### src/rtl/sor_pkg.sv
// Purpose: Shared constants for the safety output release block
// Assumes: 125 MHz clock, Avalon-MM register access
// Notes:   Offsets are byte addresses of aligned 32-bit words
package sor_pkg;
  // Register byte offsets
  localparam logic [3:0] OFF_CTRL   = 4'h0;
  localparam logic [3:0] OFF_STATUS = 4'h4;
  localparam logic [3:0] OFF_IRQ_ST = 4'h8;
  localparam logic [3:0] OFF_IRQ_MK = 4'hc;
  // Control bit positions
  localparam int CTRL_MONITORED = 0;
  localparam int CTRL_DISC_EN   = 1;
  localparam int CTRL_REQ_ACK   = 2;  // request byte bit 6 copy
  localparam int CTRL_REQ_RST   = 3;  // request byte bit 7 copy
  localparam int CTRL_COMM_ERR  = 4;  // warning byte bit 6 source
  localparam logic [4:0] CTRL_RESET = 5'h00;
  // Status bit positions
  localparam int ST_OUT_ON    = 0;
  localparam int ST_DISC_ERR  = 1;
  localparam int ST_INT_ERR   = 2;
  localparam int ST_WARN_COMM = 6;
  // Interrupt event bit positions
  localparam int EV_RELEASE = 0;
  localparam int EV_DISC    = 1;
  localparam int EV_OFF     = 2;
  localparam int EV_W       = 3;
  // Timing
  localparam int CLK_HZ        = 125_000_000;
  localparam int BLINK_HZ      = 5;
  localparam int DISC_TIME_MS  = 500;
  localparam int BLINK_HALF_CYC = CLK_HZ / (2 * BLINK_HZ);
  localparam int DISC_CYC = (CLK_HZ / 1000) * DISC_TIME_MS;
  // Release states
  typedef enum logic [1:0] {SOR_LOCKED, SOR_RELEASED, SOR_FAULT}
    sor_state_t;
endpackage

### src/rtl/sor_release.sv
// Purpose: Release and latching of the two safety outputs
// Assumes: Inputs synchronous to clk except buttons; bus is Avalon-MM
// Notes:   Outputs are registered; error flag held in retained storage
`timescale 1ns/1ps
// How it works
// - After power-up outputs stay off, indicator blinks at 5 Hz.
// - Auto variant releases both outputs on closed feedback level.
// - Monitored variant ignores feedback alone; reset button needed.
// - Monitored variant acts on reset button falling edge only.
// - Inputs dropping apart over 500 ms switch off and flag error.
// - No release while the discrepancy error is unacknowledged.
// - Discrepancy error kept in storage across power loss.
// - Acknowledge by input falling edge or serial command.
// - Warning byte bit 6 reports a serial communication fault.
// - Request bit 6 falling from 1 to 0 clears discrepancy error.
// - Internal error cleared by request bit 7 fall or guard open.
module sor_release #(
  parameter int BLINK_HALF = sor_pkg::BLINK_HALF_CYC,
  parameter int DISC_LIMIT = sor_pkg::DISC_CYC
) (
  input  wire logic        clk,               // 125 MHz clock
  input  wire logic        rst_n,             // Async reset, active low
  input  wire logic        safety_input_a,    // Safety input A, high live
  input  wire logic        safety_input_b,    // Safety input B, high live
  input  wire logic        actuated,          // Actuator detected
  input  wire logic        feedback_closed,   // Feedback circuit closed
  input  wire logic        reset_button,      // Reset button, idles high
  input  wire logic        ack_button,        // Acknowledge, idles high
  input  wire logic        internal_fault,    // Internal error cause
  input  wire logic        nv_disc_err,       // Retained error at power-up
  output logic             nv_disc_err_w,     // Error value to retain
  output logic             safety_output_a,   // Safety output A
  output logic             safety_output_b,   // Safety output B
  output logic             status_led,        // Yellow indicator
  output logic             irq,               // Level interrupt
  input  wire logic [3:0]  avs_address,       // Byte address
  input  wire logic        avs_read,          // Read strobe
  input  wire logic        avs_write,         // Write strobe
  input  wire logic [31:0] avs_writedata,     // Write data
  input  wire logic [3:0]  avs_byteenable,    // Byte enables
  output logic [31:0]      avs_readdata,      // Read data
  output logic             avs_waitrequest    // Wait request
);
  // Refuse timing values the counters cannot serve; the blink divider
  // needs one cycle per half period and the discrepancy timer must
  // count past its start value of one
  if (BLINK_HALF < 1 || DISC_LIMIT < 2) begin : g_bad_timing
    $error("sor_release: timing parameters too small");
  end

  localparam int DW = $clog2(DISC_LIMIT + 1);
  localparam int BW = $clog2(BLINK_HALF + 1);

  sor_pkg::sor_state_t state_q;
  logic [4:0]      ctrl_q;
  logic            req_ack_prev_q;
  logic            req_rst_prev_q;
  logic            int_err_q;
  logic [DW-1:0]   disc_cnt_q;
  logic            disc_run_q;
  logic            disc_hit;
  logic [BW-1:0]   blink_cnt_q;
  logic            blink_q;
  logic [3:0]      irq_st_q;
  logic [3:0]      irq_mk_q;
  logic [3:0]      ev;
  logic            rst_lvl;
  logic            rst_fall;
  logic            ack_lvl;
  logic            ack_fall;
  logic            disc_err;
  logic            disc_clr;
  logic            ser_ack;
  logic            ser_rst;
  logic            guard_open;
  logic            may_release;
  logic            go;
  logic            out_d;
  logic [31:0]     status_w;
  logic            drop;
  logic            bus_hold_q;
  logic            wr_hit;
  logic            a_prev_q;
  logic            b_prev_q;

  // Button synchronisers with falling-edge detect. Both idle high, so
  // a button held through reset shows one falling edge after release
  sor_fall_sync u_rst_sync (
    .clk   (clk),
    .rst_n (rst_n),
    .din   (reset_button),
    .level (rst_lvl),
    .fall  (rst_fall)
  );

  sor_fall_sync u_ack_sync (
    .clk   (clk),
    .rst_n (rst_n),
    .din   (ack_button),
    .level (ack_lvl),
    .fall  (ack_fall)
  );

  // Serial request bit falling edges
  assign ser_ack = req_ack_prev_q & ~ctrl_q[sor_pkg::CTRL_REQ_ACK];
  assign ser_rst = req_rst_prev_q & ~ctrl_q[sor_pkg::CTRL_REQ_RST];
  assign guard_open = ~actuated;

  // Either acknowledge source clears the discrepancy error; a new hit
  // in the same cycle wins, so a standing fault cannot be waved away
  assign disc_clr = ack_fall | ser_ack;

  // Retained discrepancy error flag
  sor_nv_flag u_disc_flag (
    .clk    (clk),
    .rst_n  (rst_n),
    .nv_in  (nv_disc_err),
    .set    (disc_hit),
    .clr    (disc_clr),
    .flag   (disc_err),
    .nv_out ()
  );

  // Serial request history; the request bits only act on their fall,
  // so a bit left high by software does nothing until it is lowered
  always_ff @(posedge clk or negedge rst_n) begin
    if (!rst_n) begin
      req_ack_prev_q <= 1'b0;
      req_rst_prev_q <= 1'b0;
    end else begin
      req_ack_prev_q <= ctrl_q[sor_pkg::CTRL_REQ_ACK];
      req_rst_prev_q <= ctrl_q[sor_pkg::CTRL_REQ_RST];
    end
  end

  // Internal error latch, cleared by ser_rst or guard_open once cause gone; a cause that is
  // still present wins over the clear, so the error cannot be hidden
  always_ff @(posedge clk or negedge rst_n) begin
    if (!rst_n) begin
      int_err_q <= 1'b0;
    end else if (internal_fault) begin
      int_err_q <= 1'b1;
    end else if (ser_rst || guard_open) begin
      int_err_q <= 1'b0;
    end
  end

  // Discrepancy timer between the two input drops. It starts at one on
  // the first drop, holds at the limit and clears whenever the inputs
  // agree again, so a paired drop within the limit never flags an error
  assign drop = (a_prev_q & ~safety_input_a) | (b_prev_q & ~safety_input_b);
  assign disc_hit = disc_run_q && disc_cnt_q == DW'(DISC_LIMIT)
                    && ctrl_q[sor_pkg::CTRL_DISC_EN];

  always_ff @(posedge clk or negedge rst_n) begin
    if (!rst_n) begin
      a_prev_q   <= 1'b1;
      b_prev_q   <= 1'b1;
      disc_run_q <= 1'b0;
      disc_cnt_q <= '0;
    end else begin
      a_prev_q <= safety_input_a;
      b_prev_q <= safety_input_b;
      if (safety_input_a == safety_input_b) begin
        disc_run_q <= 1'b0;
        disc_cnt_q <= '0;
      end else if (!disc_run_q && drop) begin
        disc_run_q <= 1'b1;
        disc_cnt_q <= DW'(1);
      end else if (disc_run_q && disc_cnt_q != DW'(DISC_LIMIT)) begin
        disc_cnt_q <= disc_cnt_q + DW'(1);
      end
    end
  end

  // Release conditions per variant. The monitored variant needs a fresh
  // falling edge of the reset button; holding it down does not re-arm
  assign may_release = actuated & safety_input_a & safety_input_b
                       & ~disc_err & ~disc_hit & ~int_err_q;
  assign go = ctrl_q[sor_pkg::CTRL_MONITORED]
              ? (feedback_closed & rst_fall)
              : feedback_closed;

  // Release state machine. A stored error parks it in the fault state,
  // and it only leaves once every error is gone; release then needs a
  // new go from the locked state
  always_ff @(posedge clk or negedge rst_n) begin
    if (!rst_n) begin
      state_q <= sor_pkg::SOR_LOCKED;
    end else begin
      unique case (state_q)
        sor_pkg::SOR_LOCKED: begin
          if (disc_err || int_err_q)
            state_q <= sor_pkg::SOR_FAULT;
          else if (may_release && go)
            state_q <= sor_pkg::SOR_RELEASED;
        end
        sor_pkg::SOR_RELEASED: begin
          if (disc_hit || int_err_q)
            state_q <= sor_pkg::SOR_FAULT;
          else if (!may_release)
            state_q <= sor_pkg::SOR_LOCKED;
        end
        sor_pkg::SOR_FAULT: begin
          if (!disc_err && !int_err_q)
            state_q <= sor_pkg::SOR_LOCKED;
        end
        default: state_q <= sor_pkg::SOR_LOCKED;
      endcase
    end
  end

  // Next output level, shared by both channels so they cannot disagree;
  // losing a release condition or a discrepancy hit drops it at once
  assign out_d = state_q == sor_pkg::SOR_RELEASED && may_release
                 && !disc_hit;

  // Safety outputs registered from the shared next level
  always_ff @(posedge clk or negedge rst_n) begin
    if (!rst_n) begin
      safety_output_a <= 1'b0;
      safety_output_b <= 1'b0;
    end else begin
      safety_output_a <= out_d;
      safety_output_b <= out_d;
    end
  end

  // Indicator blink divider, steady while released. The divider runs
  // free, so the first half period after a lock may be short
  always_ff @(posedge clk or negedge rst_n) begin
    if (!rst_n) begin
      blink_cnt_q <= '0;
      blink_q     <= 1'b0;
      status_led  <= 1'b0;
    end else begin
      if (blink_cnt_q == BW'(BLINK_HALF - 1)) begin
        blink_cnt_q <= '0;
        blink_q     <= ~blink_q;
      end else begin
        blink_cnt_q <= blink_cnt_q + BW'(1);
      end
      status_led <= (state_q == sor_pkg::SOR_RELEASED) ? 1'b1 : blink_q;
    end
  end

  // Retained error write-back, one cycle behind the flag; storage
  // commits whatever stands here, including the cleared state
  always_ff @(posedge clk or negedge rst_n) begin
    if (!rst_n)
      nv_disc_err_w <= 1'b0;
    else
      nv_disc_err_w <= disc_err;
  end

  // Interrupt events; release and off come from the output change about
  // to happen so that each fires once, in the cycle the outputs switch
  assign ev[sor_pkg::EV_RELEASE] = out_d & ~safety_output_a;
  assign ev[sor_pkg::EV_DISC]    = disc_hit;
  assign ev[sor_pkg::EV_OFF]     = safety_output_a & ~out_d;
  assign ev[sor_pkg::EV_W]       = disc_clr;

  // Writes land in the second cycle of a request, the one in which the
  // master sees waitrequest low; the first cycle only starts the answer
  assign wr_hit = avs_write && bus_hold_q && avs_byteenable[0];

  // Sticky interrupt status, set wins over write-one-clear, so an event
  // in the clearing cycle is never lost
  always_ff @(posedge clk or negedge rst_n) begin
    if (!rst_n) begin
      irq_st_q <= '0;
    end else if (wr_hit && avs_address == sor_pkg::OFF_IRQ_ST) begin
      irq_st_q <= (irq_st_q & ~avs_writedata[3:0]) | ev;
    end else begin
      irq_st_q <= irq_st_q | ev;
    end
  end

  // Level interrupt, one cycle behind the sticky status
  always_ff @(posedge clk or negedge rst_n) begin
    if (!rst_n)
      irq <= 1'b0;
    else
      irq <= |(irq_st_q & irq_mk_q);
  end

  // Control and mask registers. A write with the low byte lane off is
  // ignored, since every field lives in that lane
  always_ff @(posedge clk or negedge rst_n) begin
    if (!rst_n) begin
      ctrl_q   <= sor_pkg::CTRL_RESET;
      irq_mk_q <= '0;
    end else if (wr_hit) begin
      if (avs_address == sor_pkg::OFF_CTRL)
        ctrl_q <= avs_writedata[4:0];
      if (avs_address == sor_pkg::OFF_IRQ_MK)
        irq_mk_q <= avs_writedata[3:0];
    end
  end

  // Status word: output state, error latches and serial warning
  always_comb begin
    status_w                        = '0;
    status_w[sor_pkg::ST_OUT_ON]    = safety_output_a;
    status_w[sor_pkg::ST_DISC_ERR]  = disc_err;
    status_w[sor_pkg::ST_INT_ERR]   = int_err_q;
    status_w[sor_pkg::ST_WARN_COMM] =
      ctrl_q[sor_pkg::CTRL_COMM_ERR];
  end

  // Bus answer: one wait cycle, then data with waitrequest low. The
  // busy flag blocks a second start while the master still holds the
  // request at the answering edge; read data are captured on the first
  // cycle and stand while waitrequest is low
  always_ff @(posedge clk or negedge rst_n) begin
    if (!rst_n) begin
      bus_hold_q      <= 1'b0;
      avs_waitrequest <= 1'b1;
      avs_readdata    <= '0;
    end else begin
      bus_hold_q      <= (avs_read || avs_write) && !bus_hold_q;
      avs_waitrequest <= !((avs_read || avs_write) && !bus_hold_q);
      avs_readdata    <= '0;
      if (avs_read && !bus_hold_q) begin
        unique case (avs_address)
          sor_pkg::OFF_CTRL:   avs_readdata <= {27'h0, ctrl_q};
          sor_pkg::OFF_STATUS: avs_readdata <= status_w;
          sor_pkg::OFF_IRQ_ST: avs_readdata <= {28'h0, irq_st_q};
          sor_pkg::OFF_IRQ_MK: avs_readdata <= {28'h0, irq_mk_q};
          default:             avs_readdata <= '0;
        endcase
      end
    end
  end

  // Levels kept for debug visibility of the synchronisers; only the
  // edges drive the logic, so the levels go nowhere else
  logic unused_lvls;
  assign unused_lvls = rst_lvl ^ ack_lvl;
endmodule

### src/rtl/sor_fall_sync.sv
// Purpose: Synchronise an input and flag its falling edge
// Assumes: Input idles high
// Notes:   First stage feeds only the second stage
`timescale 1ns/1ps
module sor_fall_sync (
  input  wire logic clk,     // System clock
  input  wire logic rst_n,   // Async reset, active low
  input  wire logic din,     // Raw input
  output logic      level,   // Synchronised level
  output logic      fall     // One-cycle falling edge pulse
);
  logic meta_q;
  logic sync_q;
  logic prev_q;

  // Two-stage synchroniser plus edge history
  always_ff @(posedge clk or negedge rst_n) begin
    if (!rst_n) begin
      meta_q <= 1'b1;
      sync_q <= 1'b1;
      prev_q <= 1'b1;
    end else begin
      meta_q <= din;
      sync_q <= meta_q;
      prev_q <= sync_q;
    end
  end

  assign level = sync_q;
  assign fall  = prev_q & ~sync_q;
endmodule

### src/rtl/sor_nv_flag.sv
// Purpose: Stand-in for a non-volatile error flag cell
// Assumes: Stored value survives rst_n; loaded at reset release
// Notes:   nv_in is the retained cell value seen at power-up
`timescale 1ns/1ps
module sor_nv_flag (
  input  wire logic clk,     // System clock
  input  wire logic rst_n,   // Async reset, active low
  input  wire logic nv_in,   // Retained value from storage
  input  wire logic set,     // Store an error
  input  wire logic clr,     // Erase the error
  output logic      flag,    // Current flag, registered
  output logic      nv_out   // Value to commit to storage
);
  logic loaded_q;

  // Load the retained value once after release, set beats clear
  always_ff @(posedge clk or negedge rst_n) begin
    if (!rst_n) begin
      loaded_q <= 1'b0;
      flag     <= 1'b1;
    end else if (!loaded_q) begin
      loaded_q <= 1'b1;
      flag     <= nv_in | set;
    end else if (set) begin
      flag <= 1'b1;
    end else if (clr) begin
      flag <= 1'b0;
    end
  end

  assign nv_out = flag;
endmodule

### config.mk
export PLATFORM = sky130hd
export DESIGN_NAME = sor_release
export DESIGN_NICKNAME = d
export VERILOG_FILES = /design/src/rtl/sor_pkg.sv /design/src/rtl/sor_release.sv /design/src/rtl/sor_fall_sync.sv /design/src/rtl/sor_nv_flag.sv
export SDC_FILE = /design/constraint.sdc
export NUM_CORES = 1
export LEC_CHECK = 0
export ABC_AREA = 1
export BUFFER_PORTS_ARGS = -buffer_cell sky130_fd_sc_hd__clkbuf_2
export CORE_MARGIN = 2
export CORE_UTILIZATION = 50
export CTS_BUF_LIST = sky130_fd_sc_hd__clkbuf_4 sky130_fd_sc_hd__clkbuf_8 sky130_fd_sc_hd__clkbuf_16
export DETAILED_ROUTE_END_ITERATION = 10
export PLACE_DENSITY = 0.73
export SETUP_SLACK_MARGIN = 0.2
export SYNTH_ARGS = -nofsm -noshare
export SYNTH_HDL_FRONTEND = slang
export SYNTH_SLANG_ARGS = --single-unit
### constraint.sdc
create_clock -name clk -period 3.4 [get_ports clk]
set_input_delay 0.17 -clock clk [delete_from_list [all_inputs] [get_ports clk]]
set_output_delay 0.17 -clock clk [all_outputs]
set_load 0.05 [all_outputs]
==> results.toml <==
[floorplan]
chipHeight_um = 104
die_width_um = 104
core-area_mm2 = 0.00973
pin_count = 90
floorplan.initialDensity_pct = 51.5
core.rowCount = 36
design.die.area_mm2 = 0.0108

[final_layout]
num_antenna_cells = 0
drive_gt1_share_pct = 10.7
fin_util_pct = 55.7
final_cell_count_no_fill = 841
post-route-cell-area_mm2 = 0.00542
most-common-layout-cells = "152 x nand2_1, 106 x nor2_1, 98 x inv_1"
commonest_non_fill_non_tap_cell_in_the_layout = "nand2_1"
layout.nets = 759
area_growth_syn_to_layout_pct = 8.27
fillers = 938

[place]
portBuffers = 33
globalplace.congestion = 0.911
placed_cells_incl_taps = 821
placed_area_mm2 = 0.00520
detailed_place_hpwl_um = 7660

[timing]
grt_setup_unrepaired = "no"
final_max_slew_viol_count = 0
timing.hold.ws_ns = -0.0650
timing.fmax_mhz = 503
timing.final.crit_share_pct = 58.5
hold_violations = 28
min_period_ns = 1.99
totalNegativeSetupSlack_ns = 0
clock_skew_ns = 0.00866
final-setup-viol-count = 0
worst_max_slew_margin_expressed_relative_to_the_limit_pct = 32.8
tightestPinTransition_ns = 1.01

[clock_tree]
path_clk_slew_ns = 0.09
clk_latency_ns = 0.36
cts_buffers = 9
ctsHtreeMaxLevel = 3
clockRootBuffer = "clkbuf_8"
cts_max_path_buffers = 2
cts.sinks = 92
tritoncts = "yes"
post_cts_resized = 0

[critical_path]
crit_required_ns = 3.66
critical_path.startpoint_type = "flop"
cp.arrival_ns = 2.25
timing.critical_path.to_type = "flop"
worstPathMaxFanout = 5
r2r-start = "disc_cnt_q[0]"
cp-startpoint = "disc_cnt_q[0]"
crit_type = "flop to flop"

[global_routing]
gr-usage-all-layers_pct = 20.4
grt-ovfl-total = 0
grt_util_met2_pct = 33.3
first_pass_grt_wire_length_um = 18100
gr-usage-met3_pct = 2.51
groute.layer.met1.usage_pct = 27.9
first_global_vias = 4029
largest_net_degree_at_the_start_of_global_routing = 82
grt_antenna_before_repair = 0
grt_busiest_layer = "met2"

[job]
max_cap_viol_count = 0

[drt]
vias = 4183
avgViaCountPerCell = 4.97
drtPass1Iterations = 4
detail_route.drc_violations = 0
route.final.wire_length_um = 10300
routedWlPerCell_um = 12.3
drtAntennaViolNets = 0
initialDrtViolationCount = 239

[synthesis]
post_synth.cell_area_avg_um2 = 7.57
yosysSeqAreaShare_pct = 46.2
postSynthRegisterBits = 92
yosys_warnings = 0
syn_inst = 661
mappedNetlistArea_mm2 = 0.00501
synth_cell_types = 37

[run_status]
run_status = "finished with violations"
failing_checks = "hold timing"

[pwr]
totalPowerFinal_uw = 2190
ir_drop_v = 0.000262
static-leakage-power_uw = 0.00269
power.density_cell_area_mw_per_mm2 = 403

[worst_hold_path]
hp-class = "primary input to asynchronous set/reset pin"
cell families after synthesis:
kind of cell / count (synthesis) / synth area share (%)
simple gates: 351 / 29.8
buf+inv: 134 / 12.5
flops: 92 / 46.2
compound gates: 57 / 6.65
xor+xnor: 22 / 3.85
fa+ha+maj: 3 / 0.750
other cells: 2 / 0.150
per-stage QoR:
step | setup WS, ns | hold WS, ns
floorplan | 1.82 | -0.126
global placement | 1.48 | 0.259
detailed placement | 1.43 | 0.259
CTS | 1.40 | 0.0105
global route | 1.20 | 0.0512
finish | 1.41 | -0.0650
timing repair:
action                                  CTS  global route
hold buffers                              5             0
endpoints found under the setup margin    0             0
setup buffers                             0             0
endpoints found under the hold margin     5             0
cell usage after synthesis:
| cell | n | area, µm² |
|---|---|---|
| xor2_1 | 17 | 149 |
| nand2_1 | 152 | 571 |
| nor4_1 | 2 | 12.5 |
| a21oi_2 | 1 | 8.76 |
| o21ai_1 | 2 | 10.0 |
| nor3_1 | 24 | 120 |
| nand2_4 | 2 | 22.5 |
| nand4_1 | 15 | 93.8 |
| or2_2 | 2 | 12.5 |
| o21ai_0 | 28 | 140 |
| inv_1 | 98 | 368 |
| o21ai_2 | 4 | 35.0 |
| clkinv_4 | 1 | 8.76 |
| nor2_4 | 2 | 22.5 |
| o22ai_1 | 6 | 37.5 |
| buf_2 | 3 | 15.0 |
| nand2_2 | 1 | 6.26 |
| and2_1 | 1 | 6.26 |
| dfrtp_1 | 82 | 2050 |
| inv_2 | 2 | 7.51 |
| ha_1 | 3 | 37.5 |
| clkbuf_1 | 1 | 3.75 |
| o21bai_1 | 2 | 15.0 |
| nor3_2 | 1 | 10.0 |
| xnor2_1 | 5 | 43.8 |
| buf_8 | 1 | 15.0 |
| nand3_1 | 42 | 210 |
| buf_4 | 28 | 210 |
| a211oi_1 | 2 | 15.0 |
| a21boi_0 | 1 | 7.51 |
| nor2_1 | 106 | 398 |
| dfstp_2 | 10 | 263 |
| a21oi_1 | 8 | 40.0 |
| conb_1 | 2 | 7.51 |
| nor3b_1 | 1 | 7.51 |
| o221ai_1 | 1 | 8.76 |
| o211ai_1 | 2 | 15.0 |
worst max-delay path: stages, from the launching register on:
cell and delay [ns]:
dfrtp_1 0.42, inv_1 0.10, ha_1 0.14, inv_1 0.03
nor2_1 0.15, nand3_1 0.11, nor2_1 0.23, nand3_1 0.26
nand3_1 0.22, nand2_1 0.07, nor2_1 0.08, nor2_1 0.05
flip-flops by register name, indices dropped and copies added (netlist names), 2 cells and up:
register and cells:
blink_cnt_q 24, irq_mk_q 4, ctrl_q 5, avs_readdata 6, disc_cnt_q 26, state_q 2
irq_st_q 4
area by class of cell:
class | instances | area (µm²) | area share [%]
sequential | 92 | 2310 | 42.7
clock inverter | 4 | 26.3 | 0.485
tap | 133 | 166 | 3.07
multi-input combinational | 460 | 2160 | 39.8
inverter | 101 | 384 | 7.09
timing repair buffer | 40 | 233 | 4.29
clock buffer | 11 | 139 | 2.56
metal layers:
metal  routed length, µm  part of all wire, %
met1                4900                   47
met3                 474                  4.6
met2                4770                   46
met5                   0                    0
met4                 188                  1.8
worst paths after layout:
path	cells past startpoint	endpoint	slack, ns
worst max-delay path	11	state_q[0]	1.41
worst min register to register	0	u_rst_sync.level	0.36
worst max register to register	11	state_q[0]	1.41
worst min-delay path	1	disc_cnt_q[2]	-0.07
min in group clk	3	u_disc_flag.flag	0.02
max in group asynchronous	2	u_rst_sync.level	2.57
power by group:
group | switching (µW) | leakage (µW) | total, µW | internal, µW
Clock | 378 | 0.0000864 | 656 | 279
Sequential | 39.5 | 0.00119 | 1200 | 1160
Combinational | 252 | 0.00141 | 331 | 79.1
Total | 669 | 0.00269 | 2190 | 1520
Note: power is estimated with default switching activity, not from simulation.
